## src/rtl/ccg_pkg.sv

```systemverilog
package ccg_pkg;
  // Wishbone register byte offsets
  localparam logic [7:0] REG_CTRL = 8'h00;
  localparam logic [7:0] REG_CFG = 8'h04;
  localparam logic [7:0] REG_STAT = 8'h08;
  localparam logic [7:0] REG_CAP1 = 8'h0c;
  localparam logic [7:0] REG_CAP2 = 8'h10;
  // Control bit positions
  localparam int CTRL_IDX_ARM = 0;
  localparam int CTRL_C1_RISE = 1;
  localparam int CTRL_C1_FALL = 2;
  localparam int CTRL_C2_RISE = 3;
  localparam int CTRL_C2_FALL = 4;
  // Config bit positions
  localparam int CFG_POL_LO = 0;
  localparam int CFG_C1_CONT = 2;
  localparam int CFG_C2_CONT = 3;
  // Status bit positions
  localparam int STAT_IDX_VALID = 0;
  localparam int STAT_C1_VALID = 1;
  localparam int STAT_C2_VALID = 2;
  localparam int STAT_C1_LEVEL = 3;
  localparam int STAT_HOLD_LEVEL = 4;
  localparam int STAT_HOLDING = 5;
  // Hold polarity encodings
  localparam logic [1:0] POL_OFF = 2'h0;
  localparam logic [1:0] POL_HIGH = 2'h1;
  localparam logic [1:0] POL_LOW = 2'h2;
  // Synchronised input sample
  typedef struct packed {
    logic cap1;
    logic hold;
    logic index;
  } ccg_pins_t;
endpackage : ccg_pkg

```

## src/rtl/ccg_top.sv

```systemverilog
// The placing of the registers and register access over Wishbone were decided locally.
`timescale 1ns/100ps
`default_nettype none
module ccg_top
  import ccg_pkg::*;
#(
  parameter int CNT_W = 32
)
(
  input wire logic clk, // 250 MHz clock
  input wire logic rst_b, // Sync reset, active low
  input wire logic [7:0] wb_adr_i, // Byte address
  input wire logic [31:0] wb_dat_i, // Write data
  input wire logic [3:0] wb_sel_i, // Byte enables
  input wire logic wb_we_i, // Write strobe
  input wire logic wb_cyc_i, // Cycle
  input wire logic wb_stb_i, // Strobe
  output logic [31:0] wb_dat_o, // Read data
  output logic wb_ack_o, // Acknowledge
  input wire logic [CNT_W-1:0] count_in, // Running counter value
  input wire logic cap1_pin, // First capture input
  input wire logic hold_pin, // Gate/capture input
  input wire logic index_pin, // Encoder index pulse
  output logic counter_hold // Hold request to counter
);
  import ccg_pkg::*;

  ccg_pins_t meta;
  ccg_pins_t sync;
  ccg_pins_t prev;
  logic [4:0] ctrl;
  logic [3:0] cfg;
  logic [CNT_W-1:0] cap1_val;
  logic [CNT_W-1:0] cap2_val;
  logic c1_valid;
  logic c2_valid;
  logic idx_valid;
  logic idx_done;
  logic grp_locked;

  // Two-flop synchronisers; meta read only by sync
  always_ff @(posedge clk)
  begin
    if (!rst_b)
    begin
      meta <= '0;
      sync <= '0;
      prev <= '0;
    end
    else
    begin
      meta <= {cap1_pin, hold_pin, index_pin};
      sync <= meta;
      prev <= sync;
    end
  end

  // Edge detection from successive samples
  wire c1_rise = sync.cap1 & ~prev.cap1;
  wire c1_fall = ~sync.cap1 & prev.cap1;
  wire c2_rise = sync.hold & ~prev.hold;
  wire c2_fall = ~sync.hold & prev.hold;
  wire idx_rise = sync.index & ~prev.index;

  // Bus decode
  wire bus_req = wb_cyc_i & wb_stb_i & ~wb_ack_o;
  wire bus_wr = bus_req & wb_we_i & wb_sel_i[0];
  wire wr_ctrl = bus_wr & (wb_adr_i == REG_CTRL);
  wire wr_cfg = bus_wr & (wb_adr_i == REG_CFG);
  wire [4:0] ctrl_d = wr_ctrl ? wb_dat_i[4:0] : ctrl;

  wire c1_armed = ctrl[CTRL_C1_RISE] | ctrl[CTRL_C1_FALL];
  wire c2_armed = ctrl[CTRL_C2_RISE] | ctrl[CTRL_C2_FALL];
  wire c1_cont = cfg[CFG_C1_CONT];
  wire c2_cont = cfg[CFG_C2_CONT];
  wire [1:0] pol = cfg[CFG_POL_LO +: 2];
  // Armed edge match; one decoder shared by both capture inputs
  function automatic logic edge_hit(
    input logic arm_rise, // Rising edge armed
    input logic arm_fall, // Falling edge armed
    input logic seen_rise, // Rising edge this cycle
    input logic seen_fall // Falling edge this cycle
  );
    return (arm_rise & seen_rise) | (arm_fall & seen_fall);
  endfunction : edge_hit

  // Armed edge match, either polarity when both set
  wire c1_edge = edge_hit(ctrl[CTRL_C1_RISE], ctrl[CTRL_C1_FALL],
    c1_rise, c1_fall);
  wire c2_edge = edge_hit(ctrl[CTRL_C2_RISE], ctrl[CTRL_C2_FALL],
    c2_rise, c2_fall);
  // Shared-result group: continuous first input racing the index arm
  wire grp_mode = c1_cont & ctrl[CTRL_IDX_ARM];
  wire c1_take = c1_edge & ~grp_locked & (c1_cont ? 1'b1 : ~c1_valid) & ~(grp_mode & idx_done);
  wire idx_take = ctrl[CTRL_IDX_ARM] & idx_rise & ~idx_done & ~grp_locked & ~c1_take;
  wire c2_take = c2_edge & (c2_cont ? 1'b1 : ~c2_valid);
  // Hold level per polarity; capture is taken from the pre-hold count
  wire next_hold = (pol == POL_HIGH) ? sync.hold : (pol == POL_LOW) ? ~sync.hold : 1'b0;

  // Control and config registers
  always_ff @(posedge clk)
  begin
    if (!rst_b)
    begin
      ctrl <= '0;
      cfg <= '0;
    end
    else
    begin
      ctrl <= ctrl_d;
      if (wr_cfg)
        cfg <= wb_dat_i[3:0];
    end
  end

  // First result and its flags
  always_ff @(posedge clk)
  begin
    if (!rst_b)
    begin
      cap1_val <= '0;
      c1_valid <= 1'b0;
      idx_valid <= 1'b0;
      idx_done <= 1'b0;
      grp_locked <= 1'b0;
    end
    else
    begin
      if (c1_take | idx_take)
        cap1_val <= count_in;
      // Valid set wins; cleared when arms drop
      c1_valid <= c1_take | (c1_valid & c1_armed);
      idx_valid <= idx_take | (idx_valid & ctrl[CTRL_IDX_ARM]);
      // Index accepts again only once arm and flag are both low
      idx_done <= idx_take | (idx_done & (ctrl[CTRL_IDX_ARM] | idx_valid));
      grp_locked <= (grp_mode & (c1_take | idx_take))
        | (grp_locked & (c1_armed | ctrl[CTRL_IDX_ARM]));
    end
  end

  // Second result; capture and hold land on one edge, so the stored count is pre-hold
  always_ff @(posedge clk)
  begin
    if (!rst_b)
    begin
      cap2_val <= '0;
      c2_valid <= 1'b0;
      counter_hold <= 1'b0;
    end
    else
    begin
      if (c2_take)
        cap2_val <= count_in;
      c2_valid <= c2_take | (c2_valid & c2_armed);
      counter_hold <= next_hold;
    end
  end

  // Read mux; status shows live levels
  wire [31:0] stat_word = {26'h0, counter_hold, sync.hold, sync.cap1,
    c2_valid, c1_valid, idx_valid};
  wire [31:0] rd_word =
    (wb_adr_i == REG_CTRL) ? {27'h0, ctrl} :
    (wb_adr_i == REG_CFG) ? {28'h0, cfg} :
    (wb_adr_i == REG_STAT) ? stat_word :
    (wb_adr_i == REG_CAP1) ? 32'(cap1_val) :
    (wb_adr_i == REG_CAP2) ? 32'(cap2_val) : 32'h0;

  // One-cycle ack; unmapped reads zero
  always_ff @(posedge clk)
  begin
    if (!rst_b)
    begin
      wb_ack_o <= 1'b0;
      wb_dat_o <= '0;
    end
    else
    begin
      wb_ack_o <= bus_req;
      wb_dat_o <= rd_word;
    end
  end

  // Assertions
  // Single mode keeps the first result; index capture may still share it
  single_hold_a: assert property (@(posedge clk) disable iff (!rst_b)
    (c1_valid & c1_armed & ~c1_cont & ~idx_take & ~wr_ctrl & ~wr_cfg) |=> $stable(cap1_val))
    else $error("first result changed in single mode");

  // First capture lands with its flag
  cap1_valid_a: assert property (@(posedge clk) disable iff (!rst_b)
    c1_take |=> (c1_valid && cap1_val == $past(count_in)))
    else $error("first capture not confirmed");

  // Second capture lands with its flag
  cap2_store_a: assert property (@(posedge clk) disable iff (!rst_b)
    c2_take |=> (c2_valid && cap2_val == $past(count_in)))
    else $error("second capture not stored");

  // Continuous second capture on every armed edge
  cont2_each_a: assert property (@(posedge clk) disable iff (!rst_b)
    (c2_cont & c2_edge) |=> (c2_valid && cap2_val == $past(count_in)))
    else $error("continuous second capture missed");

  // Later index pulses leave the first result alone
  idx_once_a: assert property (@(posedge clk) disable iff (!rst_b)
    (idx_done && idx_rise && !c1_take) |=> $stable(cap1_val))
    else $error("index captured twice");

  // Disabled polarity never holds the counter
  hold_pol_a: assert property (@(posedge clk) disable iff (!rst_b)
    (pol == POL_OFF) |=> ##1 (~counter_hold || $past(pol) != POL_OFF))
    else $error("hold with gate disabled");

  // High polarity holds once the input is high
  hold_level_a: assert property (@(posedge clk) disable iff (!rst_b)
    (pol == POL_HIGH && $rose(sync.hold)) |=> counter_hold)
    else $error("high hold not applied");

  // Status shows the first input level
  level_rpt_a: assert property (@(posedge clk) disable iff (!rst_b)
    (wb_ack_o && $past(wb_adr_i) == REG_STAT) |-> wb_dat_o[STAT_C1_LEVEL] == $past(sync.cap1))
    else $error("input level misreported");

  // Locked group ignores every later event
  grp_first_a: assert property (@(posedge clk) disable iff (!rst_b)
    (grp_locked && (c1_edge || idx_rise)) |=> $stable(cap1_val))
    else $error("later event stored after first");

  // First stored event locks the group
  grp_lock_a: assert property (@(posedge clk) disable iff (!rst_b)
    (grp_mode && (c1_take || idx_take)) |=> grp_locked)
    else $error("group not locked by first event");

  // Armed rising edge with flag clear captures
  rise1_cap_a: assert property (@(posedge clk) disable iff (!rst_b)
    (ctrl[CTRL_C1_RISE] && c1_rise && !c1_valid && !grp_locked && !(grp_mode && idx_done))
    |=> (cap1_val == $past(count_in)))
    else $error("rising edge capture missed");

  // Armed falling edge with flag clear captures
  fall1_cap_a: assert property (@(posedge clk) disable iff (!rst_b)
    (ctrl[CTRL_C1_FALL] && c1_fall && !c1_valid && !grp_locked && !(grp_mode && idx_done))
    |=> (cap1_val == $past(count_in)))
    else $error("falling edge capture missed");

  // Both arms take either edge
  both1_cap_a: assert property (@(posedge clk) disable iff (!rst_b)
    (ctrl[CTRL_C1_RISE] && ctrl[CTRL_C1_FALL] && (c1_rise || c1_fall) && !c1_valid
      && !grp_locked && !grp_mode) |=> c1_valid)
    else $error("either edge capture missed");

  // Continuous first input overwrites, outside a locked group
  cont1_each_a: assert property (@(posedge clk) disable iff (!rst_b)
    (c1_cont && c1_edge && !grp_mode && !grp_locked) |=> (cap1_val == $past(count_in)))
    else $error("continuous first capture missed");

  // Dropping all first arms clears the flag
  valid1_clear_a: assert property (@(posedge clk) disable iff (!rst_b)
    !c1_armed |=> !c1_valid)
    else $error("first flag stuck after disarm");

  // Dropping all gate arms clears the flag
  valid2_clear_a: assert property (@(posedge clk) disable iff (!rst_b)
    !c2_armed |=> !c2_valid)
    else $error("second flag stuck after disarm");

  // Single mode keeps the second result
  single2_hold_a: assert property (@(posedge clk) disable iff (!rst_b)
    (c2_valid && !c2_cont && !wr_cfg) |=> $stable(cap2_val))
    else $error("second result changed in single mode");

  // Both gate arms take either edge
  both2_cap_a: assert property (@(posedge clk) disable iff (!rst_b)
    (ctrl[CTRL_C2_RISE] && ctrl[CTRL_C2_FALL] && (c2_rise || c2_fall) && !c2_valid)
    |=> (c2_valid && cap2_val == $past(count_in)))
    else $error("either gate edge capture missed");

  // Index capture lands with its flag
  idx_valid_a: assert property (@(posedge clk) disable iff (!rst_b)
    idx_take |=> (idx_valid && cap1_val == $past(count_in)))
    else $error("index capture not confirmed");

  // Index stays spent while its flag is up
  idx_rearm_a: assert property (@(posedge clk) disable iff (!rst_b)
    (idx_done && idx_valid) |=> idx_done)
    else $error("index rearmed too early");

  // Low hold: pre-hold count stored, then held
  low_cap_a: assert property (@(posedge clk) disable iff (!rst_b)
    (pol == POL_LOW && ctrl[CTRL_C2_FALL] && c2_fall && !c2_valid)
    |=> (c2_valid && cap2_val == $past(count_in) && counter_hold))
    else $error("low hold capture order wrong");

  // High hold: pre-hold count stored, then held
  high_cap_a: assert property (@(posedge clk) disable iff (!rst_b)
    (pol == POL_HIGH && ctrl[CTRL_C2_RISE] && c2_rise && !c2_valid)
    |=> (c2_valid && cap2_val == $past(count_in) && counter_hold))
    else $error("high hold capture order wrong");

  // Low polarity holds once the input is low
  hold_low_a: assert property (@(posedge clk) disable iff (!rst_b)
    (pol == POL_LOW && $fell(sync.hold)) |=> counter_hold)
    else $error("low hold not applied");

  // Status shows the gate input level
  gate_rpt_a: assert property (@(posedge clk) disable iff (!rst_b)
    (wb_ack_o && $past(wb_adr_i) == REG_STAT) |-> wb_dat_o[STAT_HOLD_LEVEL] == $past(sync.hold))
    else $error("gate level misreported");

  // Edge history is the previous synchronised sample
  sync_chain_a: assert property (@(posedge clk) disable iff (!rst_b)
    1'b1 |-> (prev == $past(sync)))
    else $error("edge history out of step");

  // Acknowledge is a single pulse
  ack_once_a: assert property (@(posedge clk) disable iff (!rst_b)
    wb_ack_o |=> !wb_ack_o)
    else $error("acknowledge longer than one cycle");

  // Main scenarios
  c1_cov_c: cover property (@(posedge clk) disable iff (!rst_b) c1_take);
  hold_cov_c: cover property (@(posedge clk) disable iff (!rst_b) pol == POL_LOW && counter_hold);
  c2_cov_c: cover property (@(posedge clk) disable iff (!rst_b) c2_take ##1 counter_hold);
  idx_cov_c: cover property (@(posedge clk) disable iff (!rst_b) idx_take);
  grp_cov_c: cover property (@(posedge clk) disable iff (!rst_b) grp_mode & idx_take);
endmodule : ccg_top
`default_nettype wire

```

## config.mk

```make
export PLATFORM = sky130hd
export DESIGN_NAME = ccg_top
export DESIGN_NICKNAME = d
export VERILOG_FILES = /design/src/rtl/ccg_pkg.sv /design/src/rtl/ccg_top.sv
export SDC_FILE = /design/constraint.sdc
export NUM_CORES = 1
export LEC_CHECK = 0
export BUFFER_PORTS_ARGS = -buffer_cell sky130_fd_sc_hd__buf_2
export CORE_AREA = 4 4 123 89
export CTS_CLUSTER_SIZE = 28
export DETAILED_ROUTE_END_ITERATION = 6
export DIE_AREA = 0 0 127 93
export PLACE_DENSITY = 0.74
export RECOVER_POWER = 50
export SLEW_MARGIN = 30
export SYNTH_ARGS = -nofsm -noshare
export SYNTH_HDL_FRONTEND = slang
export SYNTH_SLANG_ARGS = --single-unit
```

## constraint.sdc

```tcl
create_clock -name clk -period 2.3 [get_ports clk]
set_input_delay 0.46 -clock clk [delete_from_list [all_inputs] [get_ports clk]]
set_output_delay 0.46 -clock clk [all_outputs]
set_load 0.02 [all_outputs]
```

==> impl_results.md <==
* GR Overflow Total at 0
* Synth-to-layout area growth at 24.3%
* Vias in the first global route at between 3000 and 4000
* Final setup fails at 0
* Die Height at ~93 um
* Clock buffer depth at 2
* Worst Hold Class: input port to flip-flop
* Synth Net Count at between 500 and 600
* Max rail drop VDD at ~0.58 mV
* Dpl ws at between 0.2 and 0.25 ns
* Hold Buf Count CTS at 0
* DR pass1 iterations at 4
* Syn. warnings at 0
* Final setup TNS at 0 ns
* Routed vias at 3612
* Synth top area share at 0.505
* Final Max Tran Viols at 0
* TritonCTS clock tree: yes
* # IOs at 118
* 1st-iter DRT viols at around 250
* Vias per inst at between 5 and 6
* Row count at 30
* Horiz. Die Dim at approximately 130 um
* Clock-pin slew on the worst setup and hold paths at 0.05 ns
* Cell area after placement at 0.00541 mm^2
* Routability cong. at 0.776
* Final worst slack at 0.383 ns
* Number of I/O port buffers at 87
* DR WL/cell at 15.5 um
* CP max-delay cell: or4_1
* Fillers at about 800
* RSZ-0062 raised after global routing: false
* Clock Sinks at about 120
* Layout cells sized above 1 at 0.208
* Fin crit share at 0.833
* Antenna cells at 0
* Worst setup EP type: flip-flop
* Fmax at roughly 520 MHz
* Final #Nets at around 640
* Max cap viols at 0
* Crit start category: input port
* Count leader, synth: dfxtp_1
* Largest net degree at the start of global routing at between 40 and 50
* Tightest Pin Transition at between 0.8 and 0.9 ns
* Ys flop type: dfxtp_1
* Ranking of synthesized cells by area: dfxtp_1 (51%), mux2i_1 (17%), nand2_1 (6.7%)
* Status: completed
* Tot GR Track Use at 0.187
* Clock latency on the worst-skew pair at just over 0.4 ns
* Clk_skew at about 0.0059 ns
* #FFs+latches synth at approximately 120
* DRC viols at 0
* P per Cell Area at 853 mW/mm^2
* Fin crit period at about 1.9 ns
* Crit path DAT at between 2 and 2.5 ns
* Slowest Stage Delay on Critical Path at between 0.6 and 0.7 ns
* CTS buffer count at 17
* Yosys top cell by area: dfxtp_1
* Mapped Area at 0.00480 mm^2
* Post-synth EDFFs at 0
* Die footprint at around 0.012 mm^2
* Number of gates resized after CTS at 0
* Antenna violations before repair at 1
* Post-synth top cells: dfxtp_1 (121), nand2_1 (85), mux2i_1 (83)
* Synth async-reset ratio at 0
* Core area at 0.00968 mm^2
* Synth unique cells at 36
* Crit-path leading delay family: simple AND/OR/NAND/NOR gates
* DP Wirelength at 7140 um
* First-pass GRT wire length at approximately 17000 um
* CP cell instances: buf_2, or4_1, nor4_1, buf_12, a22oi_1, nor2_1
* Routed Antenna Nets at 0
* Fin Hold WS at between 0.2 and 0.3 ns
* Gate Count Post-Synth at approximately 480
* Root Buffer: clkbuf_16
* Critical path class: input port to flip-flop
* Starting Density at 0.495
* Worst EP required at 2.64 ns
* CP bufs+invs at 2
* Mean Syn Cell Area at just over 10 um^2
* Leakage dissipation at approximately 2.5 nW
* Sequential area share after synthesis at 0.505
* CP Max Fanout at 26
* Setup bufs post-CTS at 0
* Total wire length at between 10000 and 15000 um
* Post-Layout Inst Area at a little under 0.006 mm^2
* Final hold vios at 0
* CTS HTree Levels at 4
* Worst slew margin at 0.436
==> layout make-up <==
cell class                 count  area, um^2  share of cell area
clock buffer                  25         526              0.0882
clock inverter                 7         110              0.0185
inverter                       1        3.75            0.000630
multi-input combinational    321        2200               0.370
sequential                   121        2420               0.406
tap                          128         160              0.0269
timing repair buffer          98         534              0.0896
==> cells in the final DEF (no fill, tap or decap), drive strengths merged <==
| cell | netlist | routed |
|---|---|---|
| dfxtp | 121 | 121 |
| nand2 | 85 | 85 |
| mux2i | 83 | 83 |
| buf | 15 | 62 |
| clkbuf | 17 | 61 |
| nor2b | 36 | 36 |
| nor2 | 29 | 29 |
| a22oi | 26 | 26 |
| and2 | 13 | 13 |
| a21boi | 7 | 7 |
| and3 | 5 | 5 |
| nand3b | 5 | 5 |
| o21a | 5 | 5 |
| clkinv | 1 | 5 |
| o22ai | 4 | 4 |
| a21oi | 4 | 4 |
| o21ai | 3 | 3 |
| bufinv | 0 | 3 |
| nor4 | 2 | 2 |
| nor3b | 2 | 2 |
| nand3 | 2 | 2 |
| or4 | 1 | 1 |
| a21bo | 1 | 1 |
| nand2b | 1 | 1 |
| nand4 | 1 | 1 |
| a31oi | 1 | 1 |
| and4b | 1 | 1 |
| o311ai | 1 | 1 |
| or3b | 1 | 1 |
| o2bb2ai | 1 | 1 |
| a32oi | 1 | 1 |
==> logic make-up (layout without fill, tap and decap cells) <==
logic type,after synthesis,count (layout),synth area share
simple gates,184,184,0.206
flops,121,121,0.505
mux,83,83,0.173
compound gates,54,54,0.0809
buf+inv,33,131,0.0347
==> through the flow <==
stage	std cells	power [mW]	util
floorplan	475	2.25	-
global placement	669	2.33	0.558
detailed placement	669	2.34	0.558
CTS	701	5.12	0.624
global route	701	5.22	0.615
finish	701	5.08	0.615
==> per-layer routing <==
| layer | up-vias | GRT usage | part of all wire |
|---|---|---|---|
| li1 | 1789 | - | - |
| met1 | 1708 | 0.242 | 0.47 |
| met2 | 92 | 0.294 | 0.45 |
| met3 | 21 | 0.0474 | 0.058 |
| met4 | 2 | 0.0893 | 0.017 |
| met5 | - | 0 | 0.0011 |
==> worst paths after layout <==
kind / end / slack [ns] / cells after the start / from
setup / recovery: wb_dat_o[29]$_SDFF_PP0_ / 0.38 / 6 / wb_adr_i[0]
hold / removal: meta[1]$_SDFF_PN0_ / 0.26 / 2 / hold_pin
setup reg to reg: cap2_val[16]$_SDFFE_PN0P_ / 0.66 / 5 / stat_word[4]$_SDFF_PN0_
hold reg to reg: stat_word[4]$_SDFF_PN0_ / 0.44 / 1 / meta[1]$_SDFF_PN0_
==> where the power goes <==
part	internal, mW	switching (mW)
combinational	0.0762	0.105
sequential	2.11	0.00427
clock	1.90	0.894
total	4.08	1.00
==> registers in the layout, indices dropped and copies added (netlist names), 2 cells and up <==
register   count
cap1_val      32
cap2_val      32
cfg            4
ctrl           5
meta           3
prev           3
stat_word      2
wb_dat_o      32
No activity file was read; power rests on OpenSTA's default activity.
